**config.mk**
```make
export PLATFORM = sky130hd
export DESIGN_NAME = sccs_top
export DESIGN_NICKNAME = d
export VERILOG_FILES = /design/src/verilog/sccs_pkg.sv /design/src/verilog/sccs_sync.sv /design/src/verilog/sccs_top.sv
export SDC_FILE = /design/constraint.sdc
export NUM_CORES = 1
export LEC_CHECK = 0
export BUFFER_PORTS_ARGS = -buffer_cell sky130_fd_sc_hd__buf_2
export CAP_MARGIN = 20
export CORE_MARGIN = 2
export CORE_UTILIZATION = 45
export CTS_CLUSTER_DIAMETER = 80
export DETAILED_ROUTE_END_ITERATION = 8
export GPL_TIMING_DRIVEN = 0
export HOLD_SLACK_MARGIN = 0.02
export PLACE_DENSITY = 0.72
export SYNTH_ARGS = -nofsm -noshare
export SYNTH_HDL_FRONTEND = slang
export SYNTH_SLANG_ARGS = --single-unit
```
**constraint.sdc**
```tcl
create_clock -name CLOCK_IN -period 4.6 [get_ports CLOCK_IN]
set_input_delay 1.38 -clock CLOCK_IN [delete_from_list [all_inputs] [get_ports CLOCK_IN]]
set_output_delay 1.38 -clock CLOCK_IN [all_outputs]
set_load 0.02 [all_outputs]
```
**src/verilog/sccs_pkg.sv**
```systemverilog
// Shared constants and types for the system clock source select block
package sccs_pkg;

    // Timing
    localparam int unsigned CLK_PERIOD_NS = 5;
    localparam int unsigned FAIL_SAFE_CLOCK_MONITOR_TIMEOUT_NS = 100000;
    localparam int unsigned FAIL_SAFE_CLOCK_MONITOR_TIMEOUT_CYC = FAIL_SAFE_CLOCK_MONITOR_TIMEOUT_NS / CLK_PERIOD_NS;
    localparam int unsigned FAIL_CNT_W = 16;
    localparam int unsigned OST_CYCLES = 1024;
    localparam int unsigned OST_W = 11;

    // Register indices; byte address is four times the index
    localparam logic [7:0] OSC_CTRL_IDX = 8'h8f;
    localparam logic [7:0] IRQ_STAT_IDX = 8'h90;
    localparam logic [7:0] IRQ_MASK_IDX = 8'h91;
    localparam logic [7:0] INFO_IDX = 8'h92;
    localparam int unsigned IDX_LSB = 2;
    localparam int unsigned IDX_MSB = 9;
    localparam logic [2:0] HSIZE_WORD = 3'h2;

    // Oscillator control fields
    localparam int unsigned FREQ_MSB = 6;
    localparam int unsigned FREQ_LSB = 4;
    localparam int unsigned EXT_BIT = 3;
    localparam int unsigned HTS_BIT = 2;
    localparam int unsigned LTS_BIT = 1;
    localparam int unsigned SCS_BIT = 0;
    localparam logic [2:0] FREQ_RST = 3'h6;
    localparam logic [2:0] FREQ_LF_CODE = 3'h0;

    // Info register fields
    localparam int unsigned INFO_KHZ_MSB = 15;
    localparam int unsigned INFO_MODE_LSB = 16;
    localparam int unsigned INFO_MODE_MSB = 18;
    localparam int unsigned INFO_OST_BIT = 19;
    localparam int unsigned INFO_FAIL_BIT = 20;
    localparam int unsigned INFO_SEL_LSB = 21;
    localparam int unsigned INFO_SEL_MSB = 23;

    // Interrupt status bits
    localparam int unsigned IRQ_W = 3;
    localparam int unsigned IRQ_FAIL = 0;
    localparam int unsigned IRQ_OST = 1;
    localparam int unsigned IRQ_SWITCH = 2;

    // Internal oscillator frequency per select code, in kHz
    localparam logic [15:0] FREQ_KHZ [8] = '{
        16'h001f, 16'h007d, 16'h00fa, 16'h01f4,
        16'h03e8, 16'h07d0, 16'h0fa0, 16'h1f40
    };

    typedef enum logic [2:0] {
        MODE_LOW_GAIN = 3'h0,
        MODE_MED_GAIN = 3'h1,
        MODE_HIGH_GAIN = 3'h2,
        MODE_EXT_CLK = 3'h3,
        MODE_INT_IO = 3'h4,
        MODE_INT_CLKOUT = 3'h5,
        MODE_RC_IO = 3'h6,
        MODE_RC = 3'h7
    } sccs_mode_t;

    typedef enum logic [2:0] {
        SRC_NONE = 3'h0,
        SRC_EXT = 3'h1,
        SRC_HF = 3'h2,
        SRC_LF = 3'h4
    } sccs_src_t;

    typedef enum logic [3:0] {
        ST_INIT = 4'h1,
        ST_RUN = 4'h2,
        ST_DROP = 4'h4,
        ST_TAKE = 4'h8
    } sccs_state_t;

    typedef struct packed {
        logic ext_clk;
        logic hf_clk;
        logic lf_clk;
        logic hf_stable;
        logic lf_stable;
        logic wake;
    } sccs_pins_t;

endpackage : sccs_pkg

```
**src/verilog/sccs_sync.sv**
```systemverilog
// Two-stage synchroniser for asynchronous pin levels
`timescale 1ns/1ps
module sccs_sync #(
    parameter int W = 6
) (
    input wire logic clk_in,
    input wire logic rst_n_in,
    input wire logic [W-1:0] d_in,
    output logic [W-1:0] q_out
);

    typedef struct packed {
        logic [W-1:0] s1;
        logic [W-1:0] s2;
    } sccs_sync_regs_t;

    sccs_sync_regs_t r_q;
    sccs_sync_regs_t r_d;

    always_comb begin
        r_d.s1 = d_in;
        r_d.s2 = r_q.s1;
    end

    always_ff @(posedge clk_in or negedge rst_n_in) begin
        if (!rst_n_in) begin
            r_q <= '0;
        end else begin
            r_q <= r_d;
        end
    end

    assign q_out = r_q.s2;

endmodule : sccs_sync

```
**src/verilog/sccs_top.sv**
```systemverilog
// System clock source selection, oscillator control register and fail-safe monitor
//
// The AHB-Lite register port is this design's own decision.
`timescale 1ns/1ps
module sccs_top
    import sccs_pkg::*;
#(
    parameter int FAIL_SAFE_CLOCK_MONITOR_TIMEOUT_CYCLES = FAIL_SAFE_CLOCK_MONITOR_TIMEOUT_CYC,
    parameter int OST_COUNT = OST_CYCLES
) (
    input wire logic CLOCK_IN,
    input wire logic NRST_IN,
    input wire logic HSEL_IN,
    input wire logic [31:0] HADDR_IN,
    input wire logic [1:0] HTRANS_IN,
    input wire logic HWRITE_IN,
    input wire logic [2:0] HSIZE_IN,
    input wire logic [31:0] HWDATA_IN,
    input wire logic HREADY_IN,
    output logic [31:0] HRDATA_OUT,
    output logic HREADYOUT_OUT,
    output logic HRESP_OUT,
    input wire logic [2:0] CLOCK_MODE_IN,
    input wire logic TWO_SPEED_STARTUP_ENABLE_IN,
    input wire logic FAIL_SAFE_CLOCK_MONITOR_IN,
    input wire logic OSC_PIN_CLK_IN,
    input wire logic HF_OSC_CLK_IN,
    input wire logic LF_OSC_CLK_IN,
    input wire logic HF_STABLE_IN,
    input wire logic LF_STABLE_IN,
    input wire logic WAKE_IN,
    output logic [2:0] SRC_SEL_OUT,
    output logic [2:0] HF_FREQ_SEL_OUT,
    output logic EXEC_HOLD_OUT,
    output logic PORTA_PIN6_GPIO_OUT,
    output logic PORTA_PIN6_CLKOUT_OUT,
    output logic PORTA_PIN6_CLK_OUT,
    output logic PORTA_PIN7_GPIO_OUT,
    output logic IRQ_OUT
);

    localparam logic [OST_W-1:0] OST_LAST = OST_W'(OST_COUNT - 1);
    localparam logic [FAIL_CNT_W-1:0] FAIL_LAST = FAIL_CNT_W'(FAIL_SAFE_CLOCK_MONITOR_TIMEOUT_CYCLES - 1);

    typedef struct packed {
        sccs_state_t st;
        sccs_mode_t cfg_mode;
        logic two_speed;
        logic fail_safe_clock_monitor;
        logic ext_prev;
        logic wake_prev;
        logic clk_prev;
        logic div;
        logic pin6_clk;
        logic pin6_gpio;
        logic pin6_co;
        logic pin7_gpio;
        logic [OST_W-1:0] ost_cnt;
        logic ost_done;
        logic fail;
        logic [FAIL_CNT_W-1:0] fail_cnt;
        sccs_src_t sel;
        logic hold;
        logic [2:0] freq;
        logic system_clock_select;
        logic ext_flag;
        logic high_freq_internal_stable;
        logic low_freq_internal_stable;
        logic [IRQ_W-1:0] irq_stat;
        logic [IRQ_W-1:0] irq_mask;
        logic irq;
        logic ap_valid;
        logic ap_write;
        logic [7:0] ap_idx;
        logic [31:0] rdata;
        logic rdy;
        logic resp;
    } sccs_regs_t;

    ////////////////////////////////////////////////////////////////////////////
    // Reset release and pin synchronisation

    logic [1:0] rst_sync_q;
    logic rst_n;
    sccs_pins_t pins_raw;
    sccs_pins_t ps;

    always_ff @(posedge CLOCK_IN or negedge NRST_IN) begin
        if (!NRST_IN) begin
            rst_sync_q <= 2'h0;
        end else begin
            rst_sync_q <= {rst_sync_q[0], 1'b1};
        end
    end

    assign rst_n = rst_sync_q[1];

    assign pins_raw = '{
        ext_clk: OSC_PIN_CLK_IN,
        hf_clk: HF_OSC_CLK_IN,
        lf_clk: LF_OSC_CLK_IN,
        hf_stable: HF_STABLE_IN,
        lf_stable: LF_STABLE_IN,
        wake: WAKE_IN
    };

    sccs_sync #(
        .W($bits(sccs_pins_t))
    ) u_sync (
        .clk_in(CLOCK_IN),
        .rst_n_in(rst_n),
        .d_in(pins_raw),
        .q_out(ps)
    );

    ////////////////////////////////////////////////////////////////////////////
    // Next state

    sccs_regs_t q;
    sccs_regs_t d;
    sccs_mode_t m;
    logic ts_en;
    logic fail_safe_clock_monitor_en;
    logic crystal;
    logic internal_osc_clkout_mode;
    sccs_src_t int_src;
    sccs_src_t pri_src;
    sccs_src_t tgt;
    logic ext_rise;
    logic wake_rise;
    logic cur_clk;
    logic new_clk;
    logic clk_rise;
    logic [IRQ_W-1:0] ev;
    logic [IRQ_W-1:0] w1c;
    logic ap;
    logic hit;
    logic [31:0] rd;

    always_comb begin
        d = q;
        ev = '0;
        w1c = '0;
        rd = '0;

        // Configuration word is live only in the first cycle after reset
        if (q.st == ST_INIT) begin
            m = sccs_mode_t'(CLOCK_MODE_IN);
            fail_safe_clock_monitor_en = FAIL_SAFE_CLOCK_MONITOR_IN;
            ts_en = TWO_SPEED_STARTUP_ENABLE_IN | FAIL_SAFE_CLOCK_MONITOR_IN;
        end else begin
            m = q.cfg_mode;
            fail_safe_clock_monitor_en = q.fail_safe_clock_monitor;
            ts_en = q.two_speed;
        end
        crystal = m inside {MODE_LOW_GAIN, MODE_MED_GAIN, MODE_HIGH_GAIN};
        internal_osc_clkout_mode = m inside {MODE_INT_IO, MODE_INT_CLKOUT};
        int_src = (q.freq == FREQ_LF_CODE) ? SRC_LF : SRC_HF;
        pri_src = internal_osc_clkout_mode ? int_src : SRC_EXT;

        ext_rise = ps.ext_clk & ~q.ext_prev;
        wake_rise = ps.wake & ~q.wake_prev;
        d.ext_prev = ps.ext_clk;
        d.wake_prev = ps.wake;
        d.high_freq_internal_stable = ps.hf_stable;
        d.low_freq_internal_stable = ps.lf_stable;

        // Start-up counter
        if (q.st == ST_INIT) begin
            d.cfg_mode = m;
            d.two_speed = ts_en;
            d.fail_safe_clock_monitor = fail_safe_clock_monitor_en;
            d.ost_done = ~crystal;
            d.ost_cnt = '0;
            d.ext_flag = ~(crystal & ts_en);
        end else if (wake_rise & crystal) begin
            d.ost_done = 1'b0;
            d.ost_cnt = '0;
            d.fail = 1'b0;
        end else if (~q.ost_done & ext_rise) begin
            d.ost_cnt = q.ost_cnt + 1'b1;
            if (q.ost_cnt == OST_LAST) begin
                d.ost_done = 1'b1;
                ev[IRQ_OST] = 1'b1;
            end
        end

        // Fail-safe watchdog on the oscillator pin
        if (q.fail_safe_clock_monitor & ~internal_osc_clkout_mode & q.ost_done & ~q.fail & (q.st != ST_INIT)) begin
            if (ext_rise) begin
                d.fail_cnt = '0;
            end else if (q.fail_cnt == FAIL_LAST) begin
                d.fail = 1'b1;
                ev[IRQ_FAIL] = 1'b1;
            end else begin
                d.fail_cnt = q.fail_cnt + 1'b1;
            end
        end else begin
            d.fail_cnt = '0;
        end

        // Wanted source
        if (q.system_clock_select | d.fail | (crystal & ts_en & ~d.ost_done)) begin
            tgt = int_src;
        end else begin
            tgt = pri_src;
        end

        // Break-before-make switching
        cur_clk = |(q.sel & {ps.lf_clk, ps.hf_clk, ps.ext_clk});
        new_clk = |(tgt & {ps.lf_clk, ps.hf_clk, ps.ext_clk});
        case (q.st)
            ST_INIT: begin
                d.st = ST_TAKE;
            end
            ST_RUN: begin
                if (tgt != q.sel) begin
                    d.st = ST_DROP;
                end
            end
            ST_DROP: begin
                if (~cur_clk | d.fail) begin
                    d.sel = SRC_NONE;
                    d.st = ST_TAKE;
                end
            end
            ST_TAKE: begin
                if (~new_clk) begin
                    d.sel = tgt;
                    d.ext_flag = (tgt == pri_src);
                    d.st = ST_RUN;
                    ev[IRQ_SWITCH] = 1'b1;
                end
            end
            default: begin
                d.st = ST_INIT;
            end
        endcase

        d.hold = (d.st != ST_RUN) | (crystal & ~ts_en & ~d.ost_done);

        // Pin roles and clock divided by four
        d.pin6_gpio = m inside {MODE_EXT_CLK, MODE_RC_IO, MODE_INT_IO};
        d.pin6_co = m inside {MODE_RC, MODE_INT_CLKOUT};
        d.pin7_gpio = internal_osc_clkout_mode;
        clk_rise = cur_clk & ~q.clk_prev;
        d.clk_prev = cur_clk;
        if (~d.pin6_co) begin
            d.div = 1'b0;
            d.pin6_clk = 1'b0;
        end else if (clk_rise) begin
            d.div = ~q.div;
            if (q.div) begin
                d.pin6_clk = ~q.pin6_clk;
            end
        end

        ////////////////////////////////////////////////////////////////////////
        // Register writes in the data phase

        if (q.ap_valid & q.ap_write) begin
            case (q.ap_idx)
                OSC_CTRL_IDX: begin
                    d.freq = HWDATA_IN[FREQ_MSB:FREQ_LSB];
                    d.system_clock_select = HWDATA_IN[SCS_BIT];
                end
                IRQ_STAT_IDX: begin
                    w1c = HWDATA_IN[IRQ_W-1:0];
                end
                IRQ_MASK_IDX: begin
                    d.irq_mask = HWDATA_IN[IRQ_W-1:0];
                end
                default: begin
                    d.irq_mask = q.irq_mask;
                end
            endcase
        end

        // Set wins over a same-cycle clear
        d.irq_stat = (q.irq_stat & ~w1c) | ev;
        d.irq = |(d.irq_stat & d.irq_mask);

        ////////////////////////////////////////////////////////////////////////
        // Address phase and read data

        ap = HSEL_IN & HTRANS_IN[1] & HREADY_IN;
        hit = (HADDR_IN[31:IDX_MSB+1] == '0) & (HADDR_IN[1:0] == 2'h0);
        if (ap) begin
            d.ap_valid = hit;
            d.ap_write = HWRITE_IN & (HSIZE_IN == HSIZE_WORD);
            d.ap_idx = HADDR_IN[IDX_MSB:IDX_LSB];
        end else begin
            d.ap_valid = 1'b0;
            d.ap_write = 1'b0;
        end

        case (d.ap_idx)
            OSC_CTRL_IDX: begin
                rd[FREQ_MSB:FREQ_LSB] = d.freq;
                rd[EXT_BIT] = d.ext_flag;
                rd[HTS_BIT] = d.high_freq_internal_stable;
                rd[LTS_BIT] = d.low_freq_internal_stable;
                rd[SCS_BIT] = d.system_clock_select;
            end
            IRQ_STAT_IDX: begin
                rd[IRQ_W-1:0] = d.irq_stat;
            end
            IRQ_MASK_IDX: begin
                rd[IRQ_W-1:0] = d.irq_mask;
            end
            INFO_IDX: begin
                rd[INFO_KHZ_MSB:0] = FREQ_KHZ[d.freq];
                rd[INFO_MODE_MSB:INFO_MODE_LSB] = d.cfg_mode;
                rd[INFO_OST_BIT] = d.ost_done;
                rd[INFO_FAIL_BIT] = d.fail;
                rd[INFO_SEL_MSB:INFO_SEL_LSB] = d.sel;
            end
            default: begin
                rd = '0;
            end
        endcase

        if (ap & ~HWRITE_IN) begin
            d.rdata = hit ? rd : '0;
        end
        d.rdy = 1'b1;
        d.resp = 1'b0;
    end

    ////////////////////////////////////////////////////////////////////////////
    // State register

    always_ff @(posedge CLOCK_IN or negedge rst_n) begin
        if (!rst_n) begin
            q <= '0;
            q.st <= ST_INIT;
            q.cfg_mode <= MODE_LOW_GAIN;
            q.sel <= SRC_NONE;
            q.freq <= FREQ_RST;
            q.hold <= 1'b1;
            q.rdy <= 1'b1;
        end else begin
            q <= d;
        end
    end

    ////////////////////////////////////////////////////////////////////////////
    // Outputs

    assign HRDATA_OUT = q.rdata;
    assign HREADYOUT_OUT = q.rdy;
    assign HRESP_OUT = q.resp;
    assign SRC_SEL_OUT = q.sel;
    assign HF_FREQ_SEL_OUT = q.freq;
    assign EXEC_HOLD_OUT = q.hold;
    assign PORTA_PIN6_GPIO_OUT = q.pin6_gpio;
    assign PORTA_PIN6_CLKOUT_OUT = q.pin6_co;
    assign PORTA_PIN6_CLK_OUT = q.pin6_clk;
    assign PORTA_PIN7_GPIO_OUT = q.pin7_gpio;
    assign IRQ_OUT = q.irq;

endmodule : sccs_top

```
==> metrics.txt <==
critical path class=in2reg; Seq cells post-synth=107; leading cell types by total area after synthesis=dfrtp_1, buf_4, nand2_1; number of setup violations in the final report=0; Tcrit/Tclk final=78.4%; unrepaired setup endpoints after global routing=false; YS warnings=0; post-synthesis async set-or-reset flop share=100%; final wirelength=11200 um; clock-pin slew on the worst setup and hold paths=0.07 ns; Pre-Repair DR Iteration Count=4; Post-DP Area=5870 um^2; Psw=0.839 mW; Syn-to-layout area delta=19.7%; Post-synth EDFFs=0; pin count of the biggest net entering global routing=60; clock root cell=clkbuf_16; count leader, synth=dfrtp_1; Worst setup SP type=primary input; antenna violations before repair=1; Rows=39; Setup Buffers After CTS=0; WP data arrival=3.88 ns; Synth Cell Area=5160 um^2; final net count=697; register area share after synthesis=52.0%; Clock Path Buffers=2; cell-by-cell trace of the critical path=buf_2, and3_1, clkbuf_1, buf_2, nand4b_1, a2111oi_0, buf_1, and2_1, buf_2, a21oi_1, o21ai_0; Core Util, Final=54.5%; Seq pwr share=43.7%; CTS buffer count=9; top_reg_cell synth=dfrtp_1; Synth Instances=494; Worst Path Max Fanout=10; Layout fillers=1017; Critical Path Sink Type=flip-flop; Int Power=1.78 mW; Final Hold Fails=0; vias per cell=5.25; Clock Skew=0.0102 ns; top cell type's share of synthesized area=50.0%; Worst VDD drop=0.234 mV; register cell area after layout=2690 um^2; vias in the first global route=3904; hold_ws=0.350 ns; initial core utilization=45.6%; Post-synth top cells=dfrtp_1, nand2_1, buf_4, nor2_1, o21ai_0; Mapped Avg Cell Area=10.4 um^2; FF-to-FF setup slack=1.35 ns; Cell Pwr Density=425 nW/um^2; reg2reg end=HRDATA_OUT[2]$_DFFE_PN0P_; Finished Cell Area=6170 um^2; leading area contributor after synthesis=dfrtp_1; Clock H-tree levels=3; CP dominant cell by count=buf_2; routed len/inst=14.8 um; Worst-Margin Slew=0.878 ns; share of layout cells above drive strength 1=27.6%; Clk pwr share=29.2%; diodes inserted=0; R2R Path Start=q[39]$_DFF_PN0_; core area=11300 um^2; Die Ht=111 um; Buffers on Ports=90; Reg2Reg Depth=9; Die X=111 um; minimum clock period=3.61 ns; gp weighted congestion=0.864; # DRC=0; Routed Antenna Nets=0; slowest CP cell=a2111oi_0; Comb pwr share=27.1%; Max Fclk=0.277 GHz; GRT Util Overall=18.8%; critical path required time=4.87 ns; Max Slew Vio Count=0; Pwr Total=2.62 mW; CTS resizes=0; io pins=131; Sink Count=107; Worst-Skew Late Latency=0.35 ns; initial DRC count=151; worst hold path class=reg2async; outcome=complete, no violations; detailed-route via count=3983; Setup TNS Final=0 ns; DP HPWL=8410 um; Multi-input gate area=2080 um^2; Sw Ratio=32.0%; Overflow after GRT=0; Max-Cap Viols=0; leakage power=3.06 nW; die footprint=12300 um^2; first-pass GRT wire length=18800 um; slew margin rel.=41.4%; TritonCTS clock tree=yes; CP max stage delay=0.71 ns; # hold bufs at CTS=0; synth unique cells=63
cells in the final DEF (no fill, tap or decap), types with 14 or more instances in the layout:
master	count
nor2_1	40
buf_2	94
dfrtp_1	102
buf_4	40
nand2_1	49
xor2_1	15
inv_1	17
o21ai_0	18
mux2i_1	15
conb_1	14
how the worst max path moves through the flow:
stage / start / to / slack, ns / cells past startpoint
2_1_floorplan: HREADY_IN / HRDATA_OUT[5]$_DFFE_PN0P_ / 1.09 / 9
3_3_place_gp: HREADY_IN / HRDATA_OUT[5]$_DFFE_PN0P_ / 0.30 / 10
3_5_place_dp: HREADY_IN / HRDATA_OUT[5]$_DFFE_PN0P_ / 0.66 / 11
4_1_cts: HREADY_IN / HRDATA_OUT[5]$_DFFE_PN0P_ / 1.03 / 11
5_1_grt: HSEL_IN / HRDATA_OUT[5]$_DFFE_PN0P_ / 0.80 / 11
6_report: HREADY_IN / HRDATA_OUT[5]$_DFFE_PN0P_ / 0.99 / 11
flip-flops by register name, summed over array words and instances (netlist names):
signal and flops:
EXEC_HOLD_OUT 1, HF_FREQ_SEL_OUT 3, HRDATA_OUT 21, IRQ_OUT 1, PORTA_PIN6_CLKOUT_OUT 1, PORTA_PIN6_CLK_OUT 1
PORTA_PIN6_GPIO_OUT 1, PORTA_PIN7_GPIO_OUT 1, SRC_SEL_OUT 3, q 60, rst_sync_q 2, u_sync.q_out 6
u_sync.r_d 6
routing by layer:
layer / wire, um / vias to the layer above / track usage [%]
li1: - / 1923 / -
met1: 5030 / 1905 / 24.9
met2: 5300 / 129 / 30.5
met3: 595 / 24 / 3.17
met4: 258 / 2 / 8.56
met5: 13 / - / 0
worst max-delay path, delay by kind of cell:
family / cells / cell delay, ns
buffers and inverters: 5 / 1.01
AO/OA/AOI/OAI: 3 / 0.96
AND/OR/NAND/NOR: 3 / 0.51
power groups by stage:
stage	logic, mW	clock network [mW]	registers (mW)
6_report	0.712	0.766	1.15
5_1_grt	0.787	0.814	1.16
4_1_cts	0.713	0.782	1.14
3_5_place_dp	0.709	0	1.16
3_3_place_gp	0.672	0	1.16
2_1_floorplan	0.503	0	1.17
final cells by class:
cell class	instances	area share, %
tap	143	2.90
inverter	17	1.03
timing repair buffer	93	8.00
buffer	56	6.06
multi-input combinational	326	33.7
sequential	107	43.5
clock inverter	5	0.993
clock buffer	11	3.77
cells by family after synthesis:
group,after synthesis,share of synthesized area [%]
AOI/OAI and AO/OA,77,10.6
xor gates and xnor gates,23,3.91
adders and majority gates,2,0.485
buffers and inverters,73,8.49
DFF,107,52.0
muxes,24,4.95
other,2,0.146
and+or+nand+nor,186,19.5
metrics by stage:
stage | setup WS, ns | std cells
global placement | 0.303 | 739
global route | 0.799 | 758
detailed placement | 0.656 | 741
finish | 0.993 | 758
floorplan | 1.09 | 506
CTS | 1.03 | 757
(Power assumes the default switching activity.)
